## src/hdl/wrt_pkg.sv

```systemverilog
package wrt_pkg;

  // ----------------------------------------------------------------
  // Register map
  // ----------------------------------------------------------------
  localparam int ADDR_W = 8;
  localparam logic [7:0] ADDR_COUNT = 8'h00;
  localparam logic [7:0] ADDR_TCTL = 8'h04;
  localparam logic [7:0] ADDR_RCSR = 8'h08;
  localparam logic [7:0] ADDR_ISTAT = 8'h0C;
  localparam logic [7:0] ADDR_IMASK = 8'h10;

  // ----------------------------------------------------------------
  // Field layouts and reset values
  // ----------------------------------------------------------------
  localparam int TCTL_WD_SEL = 6;
  localparam int TCTL_EN = 5;
  localparam int TCTL_CKS_HI = 2;
  localparam int TCTL_CKS_LO = 0;
  localparam logic [7:0] TCTL_RESET = 8'h00;
  localparam logic [7:0] TCTL_WMASK = 8'h67;
  localparam int RCSR_OVF = 7;
  localparam int RCSR_RSTE = 6;
  localparam int RCSR_RSTS = 5;
  localparam logic [7:0] RCSR_RESET = 8'h1F;
  localparam logic [7:0] RCSR_FIXED = 8'h1F;
  localparam int IRQ_W = 2;
  localparam int IRQ_WDOG = 0;
  localparam int IRQ_INTV = 1;
  localparam logic [IRQ_W-1:0] IRQ_RESET = 2'h0;
  localparam logic [7:0] COUNT_RESET = 8'h00;
  localparam logic [7:0] COUNT_MAX = 8'hFF;
  localparam logic [1:0] RESP_OKAY = 2'h0;
  localparam logic [1:0] RESP_SLVERR = 2'h2;

  // ----------------------------------------------------------------
  // Count clock prescaler: select code to divide-by-2^shift
  // ----------------------------------------------------------------
  localparam int PRESC_W = 17;
  localparam logic [PRESC_W-1:0] PRESC_RESET = 17'h00000;
  localparam logic [PRESC_W-1:0] PRESC_STEP = 17'h00001;
  localparam logic [4:0] CKS_SHIFT [0:7] = '{5'h01, 5'h06, 5'h07, 5'h09,
                                            5'h0B, 5'h0D, 5'h0F, 5'h11};

  // ----------------------------------------------------------------
  // Timing
  // ----------------------------------------------------------------
  localparam int CLK_PERIOD_NS = 20;
  localparam int RST_PULSE_NS = 1000;
  localparam int RST_PULSE_CYC = (RST_PULSE_NS + CLK_PERIOD_NS - 1) / CLK_PERIOD_NS;
  localparam logic [7:0] RST_CNT_LOAD = 8'(RST_PULSE_CYC);
  localparam logic [7:0] RST_CNT_ZERO = 8'h00;
  localparam logic [7:0] RST_CNT_STEP = 8'h01;

endpackage

```

## src/hdl/wrt_cnt_if.sv

```systemverilog
`timescale 1ns/10ps
interface wrt_cnt_if;
  logic enable;
  logic [2:0] clk_sel;
  logic tick;
  logic load;
  logic [7:0] load_value;
  logic [7:0] count;
  logic overflow;
  modport ctrl(output enable, output clk_sel, output load, output load_value,
               input count, input overflow);
  modport div(input enable, input clk_sel, output tick);
  modport cnt(input enable, input tick, input load, input load_value,
              output count, output overflow);
endinterface

```

## src/hdl/wrt_tick_div.sv

```systemverilog
`timescale 1ns/10ps
module wrt_tick_div (
  input wire logic aclk,
  input wire logic aresetn,
  wrt_cnt_if.div bus
);

  logic [wrt_pkg::PRESC_W-1:0] presc;
  logic [wrt_pkg::PRESC_W-1:0] next_presc;
  logic [wrt_pkg::PRESC_W-1:0] mask;
  logic [4:0] shift;

  // ----------------------------------------------------------------
  // Divide-by-2^shift enable pulse
  // ----------------------------------------------------------------
  assign shift = wrt_pkg::CKS_SHIFT[bus.clk_sel];

  genvar i;
  for (i = 0; i < wrt_pkg::PRESC_W; i++) begin : g_mask
    assign mask[i] = (5'(i) < shift);
  end

  // Select code 0 gives a tick every second clock
  assign bus.tick = bus.enable && ((presc & mask) == mask);

  always_comb begin
    next_presc = wrt_pkg::PRESC_RESET;
    if (bus.enable) begin
      next_presc = presc + wrt_pkg::PRESC_STEP;
    end
  end

  always_ff @(posedge aclk) begin
    if (!aresetn) begin
      presc <= wrt_pkg::PRESC_RESET;
    end else begin
      presc <= next_presc;
    end
  end

endmodule

```

## src/hdl/wrt_counter.sv

```systemverilog
`timescale 1ns/10ps
module wrt_counter (
  input wire logic aclk,
  input wire logic aresetn,
  wrt_cnt_if.cnt bus
);

  logic [7:0] count;
  logic [7:0] next_count;

  assign bus.count = count;
  // Wrap from the maximum on a tick, unless software loads this cycle
  assign bus.overflow = bus.enable && !bus.load && bus.tick
                        && (count == wrt_pkg::COUNT_MAX);

  // ----------------------------------------------------------------
  // Eight-bit up-counter
  // ----------------------------------------------------------------
  always_comb begin
    next_count = count;
    if (!bus.enable) begin
      next_count = wrt_pkg::COUNT_RESET;
    end else if (bus.load) begin
      next_count = bus.load_value;
    end else if (bus.tick) begin
      next_count = count + 8'h01;
    end
  end

  always_ff @(posedge aclk) begin
    if (!aresetn) begin
      count <= wrt_pkg::COUNT_RESET;
    end else begin
      count <= next_count;
    end
  end

endmodule

```

## src/hdl/wrt_top.sv

```systemverilog
// What this block does
// - The watchdog count is an eight-bit up-counter, readable and writable.
// - While the timer enable bit is clear, the count is held at zero.
// - Timer control register selects the count clock and the operating mode.
// - Reset control register enables overflow reset and picks its type.
// - External reset sets the reset control register to 0x1F.
// - The watchdog's own internal reset leaves the reset control register unchanged.
// - Watchdog mode only when mode select and timer enable are both one.
// - Half the peripheral clock is a selectable count clock, one count per tick.
// - Overflow on wrap past maximum: 256 minus loaded value ticks.
// - Overflow in watchdog mode with reset enabled asserts internal reset.
//
// The address map and the AXI4-Lite register port were chosen for this implementation.
`timescale 1ns/10ps
module wrt_top (
  input wire logic aclk,
  input wire logic aresetn,
  input wire logic [7:0] s_axi_awaddr,
  input wire logic s_axi_awvalid,
  output logic s_axi_awready,
  input wire logic [31:0] s_axi_wdata,
  input wire logic [3:0] s_axi_wstrb,
  input wire logic s_axi_wvalid,
  output logic s_axi_wready,
  output logic [1:0] s_axi_bresp,
  output logic s_axi_bvalid,
  input wire logic s_axi_bready,
  input wire logic [7:0] s_axi_araddr,
  input wire logic s_axi_arvalid,
  output logic s_axi_arready,
  output logic [31:0] s_axi_rdata,
  output logic [1:0] s_axi_rresp,
  output logic s_axi_rvalid,
  input wire logic s_axi_rready,
  output logic irq,
  output logic int_reset_n,
  output logic int_reset_type
);

  typedef enum logic [1:0] {
    WRT_WR_IDLE = 2'b01,
    WRT_WR_RESP = 2'b10
  } wrt_wr_state_t;

  typedef enum logic [1:0] {
    WRT_RD_IDLE = 2'b01,
    WRT_RD_RESP = 2'b10
  } wrt_rd_state_t;

  function automatic logic wrt_mapped(input logic [7:0] addr);
    wrt_mapped = (addr == wrt_pkg::ADDR_COUNT) || (addr == wrt_pkg::ADDR_TCTL)
              || (addr == wrt_pkg::ADDR_RCSR) || (addr == wrt_pkg::ADDR_ISTAT)
              || (addr == wrt_pkg::ADDR_IMASK);
  endfunction

  wrt_cnt_if cnt_bus();

  // ----------------------------------------------------------------
  // Write channel state
  // ----------------------------------------------------------------
  wrt_wr_state_t wr_state;
  wrt_wr_state_t next_wr_state;
  logic aw_held;
  logic next_aw_held;
  logic w_held;
  logic next_w_held;
  logic [7:0] awaddr_q;
  logic [7:0] next_awaddr_q;
  logic [31:0] wdata_q;
  logic [31:0] next_wdata_q;
  logic wstrb0_q;
  logic next_wstrb0_q;
  logic [1:0] bresp;
  logic [1:0] next_bresp;
  logic [7:0] wr_addr;
  logic [31:0] wr_data;
  logic wr_strb0;
  logic wr_fire;
  logic reg_wr;

  assign s_axi_awready = (wr_state == WRT_WR_IDLE) && !aw_held;
  assign s_axi_wready = (wr_state == WRT_WR_IDLE) && !w_held;
  assign s_axi_bvalid = (wr_state == WRT_WR_RESP);
  assign s_axi_bresp = bresp;
  assign wr_addr = aw_held ? awaddr_q : s_axi_awaddr;
  assign wr_data = w_held ? wdata_q : s_axi_wdata;
  assign wr_strb0 = w_held ? wstrb0_q : s_axi_wstrb[0];
  assign wr_fire = (wr_state == WRT_WR_IDLE) && (aw_held || s_axi_awvalid)
                   && (w_held || s_axi_wvalid);
  assign reg_wr = wr_fire && wrt_mapped(wr_addr) && wr_strb0;

  always_comb begin
    next_wr_state = wr_state;
    next_aw_held = aw_held;
    next_w_held = w_held;
    next_awaddr_q = awaddr_q;
    next_wdata_q = wdata_q;
    next_wstrb0_q = wstrb0_q;
    next_bresp = bresp;
    unique case (wr_state)
      WRT_WR_IDLE: begin
        if (wr_fire) begin
          next_wr_state = WRT_WR_RESP;
          next_aw_held = 1'b0;
          next_w_held = 1'b0;
          next_bresp = wrt_mapped(wr_addr) ? wrt_pkg::RESP_OKAY : wrt_pkg::RESP_SLVERR;
        end else begin
          if (s_axi_awvalid && s_axi_awready) begin
            next_aw_held = 1'b1;
            next_awaddr_q = s_axi_awaddr;
          end
          if (s_axi_wvalid && s_axi_wready) begin
            next_w_held = 1'b1;
            next_wdata_q = s_axi_wdata;
            next_wstrb0_q = s_axi_wstrb[0];
          end
        end
      end
      WRT_WR_RESP: begin
        if (s_axi_bready) begin
          next_wr_state = WRT_WR_IDLE;
        end
      end
    endcase
  end

  always_ff @(posedge aclk) begin
    if (!aresetn) begin
      wr_state <= WRT_WR_IDLE;
      aw_held <= 1'b0;
      w_held <= 1'b0;
      awaddr_q <= 8'h00;
      wdata_q <= 32'h00000000;
      wstrb0_q <= 1'b0;
      bresp <= wrt_pkg::RESP_OKAY;
    end else begin
      wr_state <= next_wr_state;
      aw_held <= next_aw_held;
      w_held <= next_w_held;
      awaddr_q <= next_awaddr_q;
      wdata_q <= next_wdata_q;
      wstrb0_q <= next_wstrb0_q;
      bresp <= next_bresp;
    end
  end

  // ----------------------------------------------------------------
  // Control and status registers
  // ----------------------------------------------------------------
  logic [7:0] tctl;
  logic [7:0] next_tctl;
  logic rste;
  logic next_rste;
  logic rsts;
  logic next_rsts;
  logic wovf;
  logic next_wovf;
  logic [wrt_pkg::IRQ_W-1:0] istat;
  logic [wrt_pkg::IRQ_W-1:0] next_istat;
  logic [wrt_pkg::IRQ_W-1:0] imask;
  logic [wrt_pkg::IRQ_W-1:0] next_imask;
  logic [7:0] rst_cnt;
  logic [7:0] next_rst_cnt;
  logic rst_type;
  logic next_rst_type;
  logic next_int_reset_n;
  logic wd_mode;
  logic [7:0] rcsr_view;

  assign wd_mode = tctl[wrt_pkg::TCTL_WD_SEL] && tctl[wrt_pkg::TCTL_EN];
  assign rcsr_view = {wovf, rste, rsts, wrt_pkg::RCSR_FIXED[4:0]};

  assign cnt_bus.enable = tctl[wrt_pkg::TCTL_EN];
  assign cnt_bus.clk_sel = tctl[wrt_pkg::TCTL_CKS_HI:wrt_pkg::TCTL_CKS_LO];
  assign cnt_bus.load = reg_wr && (wr_addr == wrt_pkg::ADDR_COUNT);
  assign cnt_bus.load_value = wr_data[7:0];

  assign irq = |(istat & imask);
  assign int_reset_type = rst_type;

  always_comb begin
    next_tctl = tctl;
    next_rste = rste;
    next_rsts = rsts;
    next_wovf = wovf;
    next_istat = istat;
    next_imask = imask;
    next_rst_type = rst_type;
    next_rst_cnt = rst_cnt;
    if (rst_cnt != wrt_pkg::RST_CNT_ZERO) begin
      next_rst_cnt = rst_cnt - wrt_pkg::RST_CNT_STEP;
    end
    if (reg_wr) begin
      case (wr_addr)
        wrt_pkg::ADDR_TCTL: begin
          next_tctl = wr_data[7:0] & wrt_pkg::TCTL_WMASK;
        end
        wrt_pkg::ADDR_RCSR: begin
          next_rste = wr_data[wrt_pkg::RCSR_RSTE];
          next_rsts = wr_data[wrt_pkg::RCSR_RSTS];
          if (!wr_data[wrt_pkg::RCSR_OVF]) begin
            next_wovf = 1'b0;
          end
        end
        wrt_pkg::ADDR_ISTAT: begin
          next_istat = istat & ~wr_data[wrt_pkg::IRQ_W-1:0];
        end
        wrt_pkg::ADDR_IMASK: begin
          next_imask = wr_data[wrt_pkg::IRQ_W-1:0];
        end
        default: begin
        end
      endcase
    end
    // Events come after software clears so that a set wins
    if (cnt_bus.overflow) begin
      if (wd_mode) begin
        next_wovf = 1'b1;
        next_istat[wrt_pkg::IRQ_WDOG] = 1'b1;
        if (rste) begin
          // Internal reset clears timer state; reset control is left alone
          next_rst_cnt = wrt_pkg::RST_CNT_LOAD;
          next_rst_type = rsts;
          next_tctl = wrt_pkg::TCTL_RESET;
        end
      end else begin
        next_istat[wrt_pkg::IRQ_INTV] = 1'b1;
      end
    end
    next_int_reset_n = (next_rst_cnt == wrt_pkg::RST_CNT_ZERO);
  end

  always_ff @(posedge aclk) begin
    if (!aresetn) begin
      tctl <= wrt_pkg::TCTL_RESET;
      rste <= wrt_pkg::RCSR_RESET[wrt_pkg::RCSR_RSTE];
      rsts <= wrt_pkg::RCSR_RESET[wrt_pkg::RCSR_RSTS];
      wovf <= wrt_pkg::RCSR_RESET[wrt_pkg::RCSR_OVF];
      istat <= wrt_pkg::IRQ_RESET;
      imask <= wrt_pkg::IRQ_RESET;
      rst_cnt <= wrt_pkg::RST_CNT_ZERO;
      rst_type <= 1'b0;
      int_reset_n <= 1'b1;
    end else begin
      tctl <= next_tctl;
      rste <= next_rste;
      rsts <= next_rsts;
      wovf <= next_wovf;
      istat <= next_istat;
      imask <= next_imask;
      rst_cnt <= next_rst_cnt;
      rst_type <= next_rst_type;
      int_reset_n <= next_int_reset_n;
    end
  end

  // ----------------------------------------------------------------
  // Read channel
  // ----------------------------------------------------------------
  wrt_rd_state_t rd_state;
  wrt_rd_state_t next_rd_state;
  logic [31:0] rdata;
  logic [31:0] next_rdata;
  logic [1:0] rresp;
  logic [1:0] next_rresp;

  assign s_axi_arready = (rd_state == WRT_RD_IDLE);
  assign s_axi_rvalid = (rd_state == WRT_RD_RESP);
  assign s_axi_rdata = rdata;
  assign s_axi_rresp = rresp;

  always_comb begin
    next_rd_state = rd_state;
    next_rdata = rdata;
    next_rresp = rresp;
    unique case (rd_state)
      WRT_RD_IDLE: begin
        if (s_axi_arvalid) begin
          next_rd_state = WRT_RD_RESP;
          next_rresp = wrt_pkg::RESP_OKAY;
          next_rdata = 32'h00000000;
          case (s_axi_araddr)
            wrt_pkg::ADDR_COUNT: next_rdata[7:0] = cnt_bus.count;
            wrt_pkg::ADDR_TCTL: next_rdata[7:0] = tctl;
            wrt_pkg::ADDR_RCSR: next_rdata[7:0] = rcsr_view;
            wrt_pkg::ADDR_ISTAT: next_rdata[wrt_pkg::IRQ_W-1:0] = istat;
            wrt_pkg::ADDR_IMASK: next_rdata[wrt_pkg::IRQ_W-1:0] = imask;
            default: next_rresp = wrt_pkg::RESP_SLVERR;
          endcase
        end
      end
      WRT_RD_RESP: begin
        if (s_axi_rready) begin
          next_rd_state = WRT_RD_IDLE;
        end
      end
    endcase
  end

  always_ff @(posedge aclk) begin
    if (!aresetn) begin
      rd_state <= WRT_RD_IDLE;
      rdata <= 32'h00000000;
      rresp <= wrt_pkg::RESP_OKAY;
    end else begin
      rd_state <= next_rd_state;
      rdata <= next_rdata;
      rresp <= next_rresp;
    end
  end

  // ----------------------------------------------------------------
  // Count clock divider and counter
  // ----------------------------------------------------------------
  wrt_tick_div u_div (
    .aclk(aclk),
    .aresetn(aresetn),
    .bus(cnt_bus.div)
  );

  wrt_counter u_cnt (
    .aclk(aclk),
    .aresetn(aresetn),
    .bus(cnt_bus.cnt)
  );

endmodule

```

## config.mk

```make
export PLATFORM = sky130hd
export DESIGN_NAME = wrt_top
export DESIGN_NICKNAME = d
export VERILOG_FILES = /design/src/hdl/wrt_pkg.sv /design/src/hdl/wrt_cnt_if.sv /design/src/hdl/wrt_tick_div.sv /design/src/hdl/wrt_counter.sv /design/src/hdl/wrt_top.sv
export SDC_FILE = /design/constraint.sdc
export NUM_CORES = 1
export LEC_CHECK = 0
export ABC_AREA = 1
export BUFFER_PORTS_ARGS = -buffer_cell sky130_fd_sc_hd__buf_4
export CORE_AREA = 5 5 103 105
export DETAILED_ROUTE_END_ITERATION = 12
export DIE_AREA = 0 0 108 110
export GPL_ROUTABILITY_DRIVEN = 0
export PLACE_DENSITY = 0.76
export SYNTH_ARGS = -nofsm -noshare
export SYNTH_HDL_FRONTEND = slang
export SYNTH_HIERARCHICAL = 1
export SYNTH_SLANG_ARGS = --single-unit
```

## constraint.sdc

```tcl
create_clock -name aclk -period 5 [get_ports aclk]
set_input_delay 0 -clock aclk [delete_from_list [all_inputs] [get_ports aclk]]
set_output_delay 0 -clock aclk [all_outputs]
set_load 0.01 [all_outputs]
```

==> summary.txt, run 1 <==
Clock tree
  – Clock Sinks: 83
  – CTS max path bufs: 2
  – H-tree levels: 3
  – Total CTS buffers: 9
  – CTS resizes: 0
  – CTS tree: built
  – Clk slew on worst S/H paths: 0.10 ns
  – Worst-skew pair later-pin latency: 0.37 ns
  – Root Driver: clkbuf_8

Synthesis
  – Synth Warn #: 6
  – Synth area leader: dfxtp_1
  – Number of distinct library cells after synthesis: 40
  – Seq cells post-synth: 83
  – Post-synth top area share: 35.7%
  – Post-synthesis sequential area ratio: 35.7%
  – Synth async-reset ratio: 0%
  – Primary FF master, synth: dfxtp_1
  – EDFF count, synth: 0
  – Most common cell in the synthesized netlist: nand2_1
  – Area contributors post-synth: dfxtp_1, nand2_1, inv_1
  – Syn avg cell area: 6.65 sq um
  – Mapped Cells: 701
  – Post-Synthesis Cell Area: 4660 sq um
  – Synth cell count leaders: nand2_1, inv_1, nor2_1, dfxtp_1, o21ai_0

Placement
  – Port Buf Inserts: 49
  – Post-DP HPWL: 8360 um
  – Inst Count DP: 870

Floorplan
  – Core ar.: 9550 sq um
  – Die H: 110 um
  – Initial Util: 48.8%
  – Die ar.: 11900 sq um
  – # IOs: 103
  – Die width: 108 um
  – Row cnt: 36

Routing
  – Drt drc: 0
  – Drt initial violations: 289
  – Routed vias: 4613
  – Final wirelength: 11200 um
  – Via density per instance: 5.07
  – Post-route ant nets: 0
  – Wire length per cell: 12.3 um
  – Initial DRT Pass Iterations: 5

STA
  – Final period utilization: 65.3%
  – Min Tclk post-route: 3.27 ns
  – Slew at the pin closest to its max-slew limit: 0.683 ns
  – RSZ-0062 raised after global routing: no
  – Fin. Hold Viols: 0
  – Slew headroom: 54.4%
  – Setup TNS: 0 ns
  – Count of final max-slew check failures: 0
  – Final setup fails: 0
  – Worst clock skew: 0.0106 ns
  – Fmax: 306 MHz

Global routing
  – Global-route wire length before repair: 18900 um
  – GRT Total Usage: 19.5%
  – Largest net degree at the start of global routing: 31
  – Grt met3 use: 3.61%
  – Busiest grt layer: met2
  – Initial antenna violation count: 0
  – Grt met2 use: 36.0%
  – Gr ovfl total: 0
  – Vias in the first global route: 4382
  – Met1 Usage GRT: 22.6%

Critical path
  – Slowest Stage Delay on Critical Path: 0.70 ns
  – Crit path max-delay cell type: dfxtp_1
  – Most frequent CP cell: nand2_1
  – Crit-path leading delay family: simple AND/OR/NAND/NOR gates
  – Startpoint Class: flop
  – Critical path class: flop to flop
  – WP data required: 5.26 ns
  – Crit-path cells: inv_2 > nand2_1 > nand2_1 > nand2_2 > nor2_2 > nand2_2 > nand2_1 > nand3_1 > nor4_2 > buf_4 > inv_4 > nand2_4 > nor2_2 > nand2_1 > nor2_1 > nand3_1 > nor2_1 > inv_1 > o21ai_0 > nor2_1 > nand2_1 > nor2_1 > nand2_1 > nand2_1
  – Critical Path AT: 3.53 ns
  – WP buf/inv: 4
  – Worst Path Max Fanout: 16
  – CP Capture Type: flop

Power and ir drop
  – Pleak: 2.43 nW
  – Worst vdd ir: 0.207 mV
  – Power Density: 322 nW/um^2

Hold path
  – Worst Hold Class: input pin to flop

Layout
  – N_diodes: 0
  – Area grow syn2layout: 17.3%
  – Layout cell share with drive strength beyond 1: 13.7%
  – Fin nets: 837
  – Layout Cells excl Fill: 909

Status
  – Status: finished clean

Flow run
  – Max-cap viol count: 0
placed cells by master (no fill, tap or decap), types with 23 or more instances in the layout:
master	n
o21ai_0	51
nor2_1	86
inv_1	93
conb_1	26
buf_4	51
dfxtp_1	83
nand2_1	171
nand3_1	37
dlygate4sd3_1	23
a21oi_1	45
registers in the layout (all words and copies together), names as in the netlist, 2 cells and up:
name / cells
istat: 2
awaddr_q: 8
imask: 2
tctl: 8
s_axi_rdata: 8
rd_state: 2
wr_state: 2
u_cnt/bus.count: 8
rst_cnt: 8
wdata_q: 8
u_div/presc: 17
power by group:
| group | internal [mW] | switching (mW) | total [mW] |
|---|---|---|---|
| sequential | 0.720 | 0.0396 | 0.759 |
| clock | 0.243 | 0.281 | 0.524 |
| combinational | 0.175 | 0.300 | 0.476 |
| total | 1.14 | 0.621 | 1.76 |
through the flow:
step                cell area (sq um)  power, mW  utilization (%)  hold WS, ns  setup WS [ns]
finish                           5460       1.76             57.2       0.0231           1.73
floorplan                        4750       1.12                -        0.131           2.33
CTS                              5460       1.77             57.2       0.0143           1.74
global placement                 5020       1.20             52.6        0.222           1.78
global route                     5460       1.88             57.2       0.0368           1.25
detailed placement               5020       1.23             52.6        0.231           1.74
logic make-up (layout without fill, tap and decap cells):
kind of cell,Yosys count,in the layout,share of synthesized area [%]
AO/OA/AOI/OAI,117,117,14.1
XOR/XNOR,5,5,0.940
adder cells (fa/ha/maj),7,7,1.88
buffers and inverters,140,190,14.3
flip-flops,83,83,35.7
other,1,26,0.0805
AND/OR/NAND/NOR,348,348,33.1
cell type report:
class / instances / area (sq um)
timing repair buffer: 74 / 613
fill: 898 / 4090
multi-input combinational: 503 / 2430
inverter: 100 / 380
clock inverter: 7 / 85.1
clock buffer: 9 / 124
tap: 133 / 166
sequential: 83 / 1660
repair_timing:
item	4_1_cts	5_1_grt
hold endpoints to repair	23	0
buffers inserted	0	0
hold buffers	23	0
routing by layer:
layer / up-vias / part of all wire, %
met2: 147 / 51
met1: 2133 / 41
met3: 23 / 5.7
met5: - / 0
li1: 2310 / -
met4: 0 / 2.0
path summary, 6_finish.rpt:
| path | from | to | slack (ns) | cells past startpoint |
|---|---|---|---|---|
| max | aw_held | int_reset_n | 1.73 | 24 |
| min reg2reg | wdata_q[7] | wdata_q[7] | 0.46 | 2 |
| min | s_axi_awvalid | aw_held | 0.02 | 3 |
| max reg2reg | aw_held | int_reset_n | 1.73 | 24 |
tightest hold or removal path, stage by stage:
cell	delay (ns)
buf_4	0.08
o21bai_1	0.07
a211oi_1	0.18
Power figures use the tool's default switching activity.
==> run 2: changes to the inputs <==
==> constraint.sdc (replaced) <==
create_clock -name aclk -period 3.4 [get_ports aclk]
set_input_delay 0 -clock aclk [delete_from_list [all_inputs] [get_ports aclk]]
set_output_delay 0 -clock aclk [all_outputs]
set_load 0.01 [all_outputs]
==> summary.txt, run 2 (same netlist as run 1, synthesis figures left out) <==
Status
  – Status: finished clean (unchanged)

STA
  – RSZ-0062 raised after global routing: no (unchanged)
  – Final period utilization: 88.1% (was 65.3%)
  – Setup TNS: 0 ns (unchanged)
  – Final setup fails: 0 (unchanged)
  – Worst clock skew: 0.0110 ns (was 0.0106 ns)
  – Slew headroom: 53.2% (was 54.4%)
  – Min Tclk post-route: 3.00 ns (was 3.27 ns)
  – Fmax: 334 MHz (was 306 MHz)
  – Count of final max-slew check failures: 0 (unchanged)
  – Fin. Hold Viols: 0 (unchanged)
  – Slew at the pin closest to its max-slew limit: 0.701 ns (was 0.683 ns)

Layout
  – Area grow syn2layout: 17.6% (was 17.3%)
  – Biggest register: u_div/presc (unchanged)
  – Layout cell share with drive strength beyond 1: 14.2% (was 13.7%)
  – Multi-input gate area: 2440 sq um (was 2430 sq um)
  – N_diodes: 0 (unchanged)
  – Max FFs per register: 17 (unchanged)
  – Commonest non-fill, non-tap cells in the layout: nand2_1, inv_1, nor2_1, dfxtp_1, buf_4 (was nand2_1, inv_1, nor2_1, dfxtp_1)
  – Commonest non-fill, non-tap cell in the layout: nand2_1 (unchanged)
  – Filler cells: 935 (was 898)
  – Fin nets: 838 (was 837)
  – Register Area: 1660 sq um (about the same)

Clock tree
  – CTS tree: built (unchanged)
  – CTS max path bufs: 2 (unchanged)
  – Clock Sinks: 83 (unchanged)
  – Worst-skew pair later-pin latency: 0.36 ns (was 0.37 ns)
  – Clk slew on worst S/H paths: 0.10 ns (about the same)
  – Root Driver: clkbuf_8 (unchanged)
  – Total CTS buffers: 9 (unchanged)
  – H-tree levels: 3 (unchanged)

Critical path
  – CP Capture Type: flop (unchanged)
  – Critical Path AT: 3.25 ns (was 3.53 ns)
  – FF-to-FF End: int_reset_n (unchanged)
  – WP data required: 3.66 ns (was 5.26 ns)
  – R2R cell count: 22 (was 24)
  – Worst Path Max Fanout: 6 (was 16)
  – R2R Path Start: tctl[1] (was aw_held)
  – Critical path class: flop to flop (unchanged)
  – Startpoint Class: flop (unchanged)
  – Worst R2R Setup Slack: 0.40 ns (was 1.73 ns)
  – CP startpoint: tctl[1] (was aw_held)

Floorplan
  – # IOs: 103 (unchanged)
  – Row cnt: 36 (unchanged)
  – Initial Util: 48.8% (unchanged)
  – Die width: 108 um (unchanged)
  – Die ar.: 11900 sq um (unchanged)
  – Die H: 110 um (unchanged)
  – Core ar.: 9550 sq um (unchanged)

Hold path
  – Min-Delay Startpoint: s_axi_awvalid (unchanged)
  – Min-Delay Endpoint: aw_held (unchanged)
  – Hold Path Depth: 3 (unchanged)
  – Worst Hold Class: input pin to flop (unchanged)

Power and ir drop
  – Int Pwr: 1.68 mW (was 1.14 mW)
  – Switching pwr: 0.910 mW (was 0.621 mW)
  – Clock power frac: 30.1% (was 29.8%)
  – Total power: 2.59 mW (was 1.76 mW)
  – Power Density: 473 nW/um^2 (was 322 nW/um^2)
  – Switching Share: 35.2% (was 35.3%)
  – Sequential power share: 43.0% (was 43.2%)
  – Comb power frac: 26.9% (was 27.0%)
  – Worst vdd ir: 0.300 mV (was 0.207 mV)
  – Pleak: 2.44 nW (was 2.43 nW)

Global routing
  – GRT Total Usage: 19.4% (was 19.5%)
  – Initial antenna violation count: 0 (unchanged)
  – Largest net degree at the start of global routing: 31 (unchanged)
  – Vias in the first global route: 4369 (was 4382)
  – Gr ovfl total: 0 (unchanged)
  – Global-route wire length before repair: 18800 um (was 18900 um)

Placement
  – Port Buf Inserts: 49 (unchanged)
  – Post-DP HPWL: 8430 um (was 8360 um)

Routing
  – Routed vias: 4559 (was 4613)
  – Post-route ant nets: 0 (unchanged)
  – Drt initial violations: 244 (was 289)
  – Wire length per cell: 12.4 um (was 12.3 um)
  – Final wirelength: 11300 um (was 11200 um)
  – Drt drc: 0 (unchanged)
  – Via density per instance: 5.01 (was 5.07)
  – Initial DRT Pass Iterations: 5 (unchanged)

Flow run
  – Max-cap viol count: 0 (unchanged)
-- run 2: changes by cell type in the layout (fill, tap and decap cells not counted), sizes merged --
cell,before,now
buf,51,53
dlygate4sd3,23,22
-- run 2: worst max-delay path, cell delays in order (launching register included) --
cell and delay [ns]:
dfxtp_1 0.41, inv_1 0.06, ha_1 0.29, inv_1 0.08, a21oi_1 0.19, o21ai_0 0.12
nand2_1 0.08, nand2_1 0.05, a21oi_1 0.15, buf_4 0.17, nand2_4 0.08, nor2_2 0.11
nand2_1 0.06, nor2_1 0.13, nand3_1 0.18, nor2_2 0.19, inv_1 0.13, o21ai_0 0.14
nor2_1 0.07, nand2_1 0.06, nor2_1 0.04, nand2_1 0.05, nand2_1 0.04
-- run 2: cell type report --
cell class	instances	area share, %
Multi-Input combinational cell	503	44.5
Sequential cell	83	30.4
Timing Repair Buffer	75	11.3
Inverter	100	6.94
Tap cell	133	3.04
Clock buffer	9	2.26
Clock inverter	7	1.64
-- run 2: repair_timing --
item / in CTS / in global routing
resized for setup: 0 / 2
hold buffers: 22 / 0
buffers inserted: 0 / 0
endpoints found under the hold margin: 23 / 0
endpoints found under the setup margin: 0 / 10
-- run 2: how the worst max path moves through the flow --
stage,endpoint,cells after the start,slack [ns]
after floorplan,int_reset_n,21,0.73
after global routing,int_reset_n,22,0.04
after global placement,int_reset_n,21,0.28
after detailed placement,tctl[7],18,0.22
after CTS,tctl[7],18,0.19
final,int_reset_n,22,0.40
-- run 2: routing by layer --
metal	global-route usage, %	wire, um	vias to the layer above
li1	-	-	2321
met1	22.1	4560	2087
met4	6.04	198	0
met2	36.4	5820	132
met3	4.08	676	19
met5	0	0	-
-- run 2: power groups by stage --
stage / clock network (mW) / logic, mW / registers (mW)
4_1_cts: 0.801 / 0.692 / 1.11
5_1_grt: 0.834 / 0.796 / 1.12
2_1_floorplan: 0 / 0.538 / 1.11
3_5_place_dp: 0 / 0.668 / 1.13
6_report: 0.779 / 0.696 / 1.11
3_3_place_gp: 0 / 0.642 / 1.13
-- run 2: metrics by stage --
stage / cells / hold slack (ns) / util (%) / cell area, sq um / worst slack, ns
2_1_floorplan: 726 / 0.131 / - / 4750 / 0.730
3_3_place_gp: 872 / 0.220 / 52.8 / 5040 / 0.283
3_5_place_dp: 872 / 0.229 / 52.8 / 5040 / 0.222
4_1_cts: 910 / 0.0113 / 57.3 / 5470 / 0.188
5_1_grt: 910 / 0.0345 / 57.4 / 5480 / 0.0389
6_report: 910 / 0.0211 / 57.4 / 5480 / 0.405
==> run 3: changes to the inputs <==
==> constraint.sdc (replaced) <==
create_clock -name aclk -period 2.8 [get_ports aclk]
set_input_delay 0 -clock aclk [delete_from_list [all_inputs] [get_ports aclk]]
set_output_delay 0 -clock aclk [all_outputs]
set_load 0.01 [all_outputs]
==> summary.txt, run 3 (same netlist as run 1, synthesis figures left out) <==
Status
  – Status: finished clean (unchanged)

Critical path
  – Most frequent CP cell: nand2_1 (unchanged)
  – CP Capture Type: flop (unchanged)
  – Crit path capture: int_reset_n (unchanged)
  – Startpoint Class: flop (unchanged)
  – Worst R2R Setup Slack: 0.17 ns (was 0.40 ns)
  – Slowest Stage Delay on Critical Path: 0.32 ns (was 0.41 ns)
  – FF-to-FF End: int_reset_n (unchanged)
  – Critical Path AT: 2.89 ns (was 3.25 ns)
  – Crit-path cells: buf_4 > ha_1 > inv_1 > nand2_1 > nand2_1 > nand4_1 > nand2_1 > nand2_1 > a21oi_1 > buf_4 > nand2_4 > nor2_2 > nand2_1 > nor2_2 > nand3_2 > nor2_4 > inv_2 > o21ai_0 > nor2_1 > nand2_1 > nor2_1 > nand2_1 > nand2_1 (was inv_1 > ha_1 > inv_1 > a21oi_1 > o21ai_0 > nand2_1 > nand2_1 > a21oi_1 > buf_4 > nand2_4 > nor2_2 > nand2_1 > nor2_1 > nand3_1 > nor2_2 > inv_1 > o21ai_0 > nor2_1 > nand2_1 > nor2_1 > nand2_1 > nand2_1)
  – CP startpoint: tctl[1] (unchanged)
  – R2R cell count: 23 (was 22)
  – Crit path max-delay cell type: dfxtp_1 (unchanged)
  – WP data required: 3.06 ns (was 3.66 ns)
  – Worst Path Max Fanout: 4 (was 6)
  – Critical path class: flop to flop (unchanged)
  – R2R Path Start: tctl[1] (unchanged)

Layout
  – Commonest non-fill, non-tap cell in the layout: nand2_1 (unchanged)
  – N_diodes: 0 (unchanged)
  – Max FFs per register: 17 (unchanged)
  – Commonest non-fill, non-tap cells in the layout: nand2_1, inv_1, nor2_1, dfxtp_1, buf_4 (unchanged)
  – Fin nets: 857 (was 838)
  – Biggest register: u_div/presc (unchanged)
  – Fin area: 5620 sq um (was 5480 sq um)
  – Area grow syn2layout: 20.6% (was 17.6%)
  – Final Core Density: 58.8% (was 57.4%)
  – Layout cell share with drive strength beyond 1: 16.5% (was 14.2%)

Routing
  – Initial DRT Pass Iterations: 5 (unchanged)
  – Final wirelength: 11600 um (was 11300 um)
  – Post-route ant nets: 0 (unchanged)
  – Wire length per cell: 12.5 um (was 12.4 um)
  – Drt drc: 0 (unchanged)
  – Drt initial violations: 294 (was 244)
  – Via density per instance: 4.99 (was 5.01)
  – Routed vias: 4635 (was 4559)

Floorplan
  – Row cnt: 36 (unchanged)
  – Die width: 108 um (unchanged)
  – Die ar.: 11900 sq um (unchanged)
  – Initial Util: 48.8% (unchanged)
  – # IOs: 103 (unchanged)
  – Die H: 110 um (unchanged)
  – Core ar.: 9550 sq um (unchanged)

STA
  – Slew headroom: 52.6% (was 53.2%)
  – Min Tclk post-route: 2.63 ns (was 3.00 ns)
  – RSZ-0062 raised after global routing: yes (was no)
  – Fin. Hold Viols: 0 (unchanged)
  – Final period utilization: 93.9% (was 88.1%)
  – Count of final max-slew check failures: 0 (unchanged)
  – Worst clock skew: 0.0164 ns (was 0.0110 ns)
  – Final setup fails: 0 (unchanged)
  – Fmax: 380 MHz (was 334 MHz)
  – Slew at the pin closest to its max-slew limit: 0.711 ns (was 0.701 ns)

Global routing
  – Gr ovfl total: 0 (unchanged)
  – Global-route wire length before repair: 19500 um (was 18800 um)
  – Vias in the first global route: 4559 (was 4369)
  – Largest net degree at the start of global routing: 31 (unchanged)
  – Initial antenna violation count: 0 (unchanged)
  – GRT Total Usage: 20.3% (was 19.4%)

Power and ir drop
  – Worst vdd ir: 0.464 mV (was 0.300 mV)
  – Pleak: 2.51 nW (was 2.44 nW)
  – Power Density: 551 nW/um^2 (was 473 nW/um^2)
  – Total power: 3.10 mW (was 2.59 mW)

Placement
  – Port Buf Inserts: 49 (unchanged)
  – DP Area: 5170 sq um (was 5040 sq um)
  – Post-DP HPWL: 8450 um (was 8430 um)

Hold path
  – Worst Hold Class: input pin to flop (unchanged)

Clock tree
  – Clock Sinks: 83 (unchanged)
  – Worst-skew pair later-pin latency: 0.37 ns (was 0.36 ns)
  – H-tree levels: 3 (unchanged)
  – Total CTS buffers: 9 (unchanged)
  – Root Driver: clkbuf_8 (unchanged)
  – Post-CTS Setup Bufs: 0 (unchanged)
  – CTS tree: built (unchanged)
  – CTS max path bufs: 2 (unchanged)
  – Clk slew on worst S/H paths: 0.09 ns (was 0.10 ns)

Flow run
  – Max-cap viol count: 0 (unchanged)
run 3: changes by cell type in the layout (fill, tap and decap cells not counted), sizes merged:
| cell | previous run | this run |
|---|---|---|
| buf | 53 | 70 |
| clkinv | 1 | 4 |
| inv | 105 | 100 |
| dlygate4sd3 | 22 | 24 |
| clkinvlp | 0 | 1 |
run 3: stage by stage:
step                      TNS (ns)  hold WS (ns)  cells  setup WS [ns]
after CTS                        0        0.0198    928        0.00744
after floorplan                  0         0.131    726          0.130
after global placement           0         0.222    889         0.0857
after global routing        -0.251        0.0663    928        -0.0833
final                            0        0.0422    928          0.171
after detailed placement   -0.0137         0.235    889        -0.0137
run 3: layout make-up:
class	instances	area [sq um]
clock buffer	9	124
clock inverter	6	65.1
fill	886	3930
inverter	100	380
multi-input combinational	503	2450
sequential	83	1660
tap	133	166
timing repair buffer	94	766
run 3: where the power goes:
| part | switching [mW] | internal (mW) |
|---|---|---|
| sequential | 0.0607 | 1.29 |
| clock | 0.453 | 0.409 |
| combinational | 0.546 | 0.344 |
run 3: worst max-delay path, delay by kind of cell, from the launching register on:
kind,cells,cell delay (ns)
flip-flops,1,0.32
AO/OA/AOI/OAI,2,0.23
buffers and inverters,4,0.44
adder cells (fa/ha/maj),1,0.17
AND/OR/NAND/NOR,16,1.36
run 3: how the worst min path moves through the flow:
stage | slack (ns) | depth (start not counted) | startpoint | endpoint
3_3_place_gp | 0.22 | 3 | s_axi_bready | wr_state[0]
2_1_floorplan | 0.13 | 2 | s_axi_bready | wr_state[0]
6_report | 0.04 | 4 | s_axi_araddr[4] | s_axi_rdata[1]
3_5_place_dp | 0.24 | 3 | s_axi_bready | wr_state[0]
4_1_cts | 0.02 | 4 | s_axi_araddr[4] | s_axi_rdata[1]
5_1_grt | 0.07 | 4 | s_axi_araddr[4] | s_axi_rdata[1]
run 3: routing by layer:
metal  wire [um]  global-route usage (%)
met1        4740                    22.7
met2        5810                    36.6
met3         752                    5.88
met4         313                    7.75
met5           0                       0
run 3: what timing repair did:
action,in CTS,in global routing
hold buffers,24,0
endpoints found under the setup margin,1,18
pin swaps,0,1
endpoints found under the hold margin,24,0
gates resized for setup,1,7
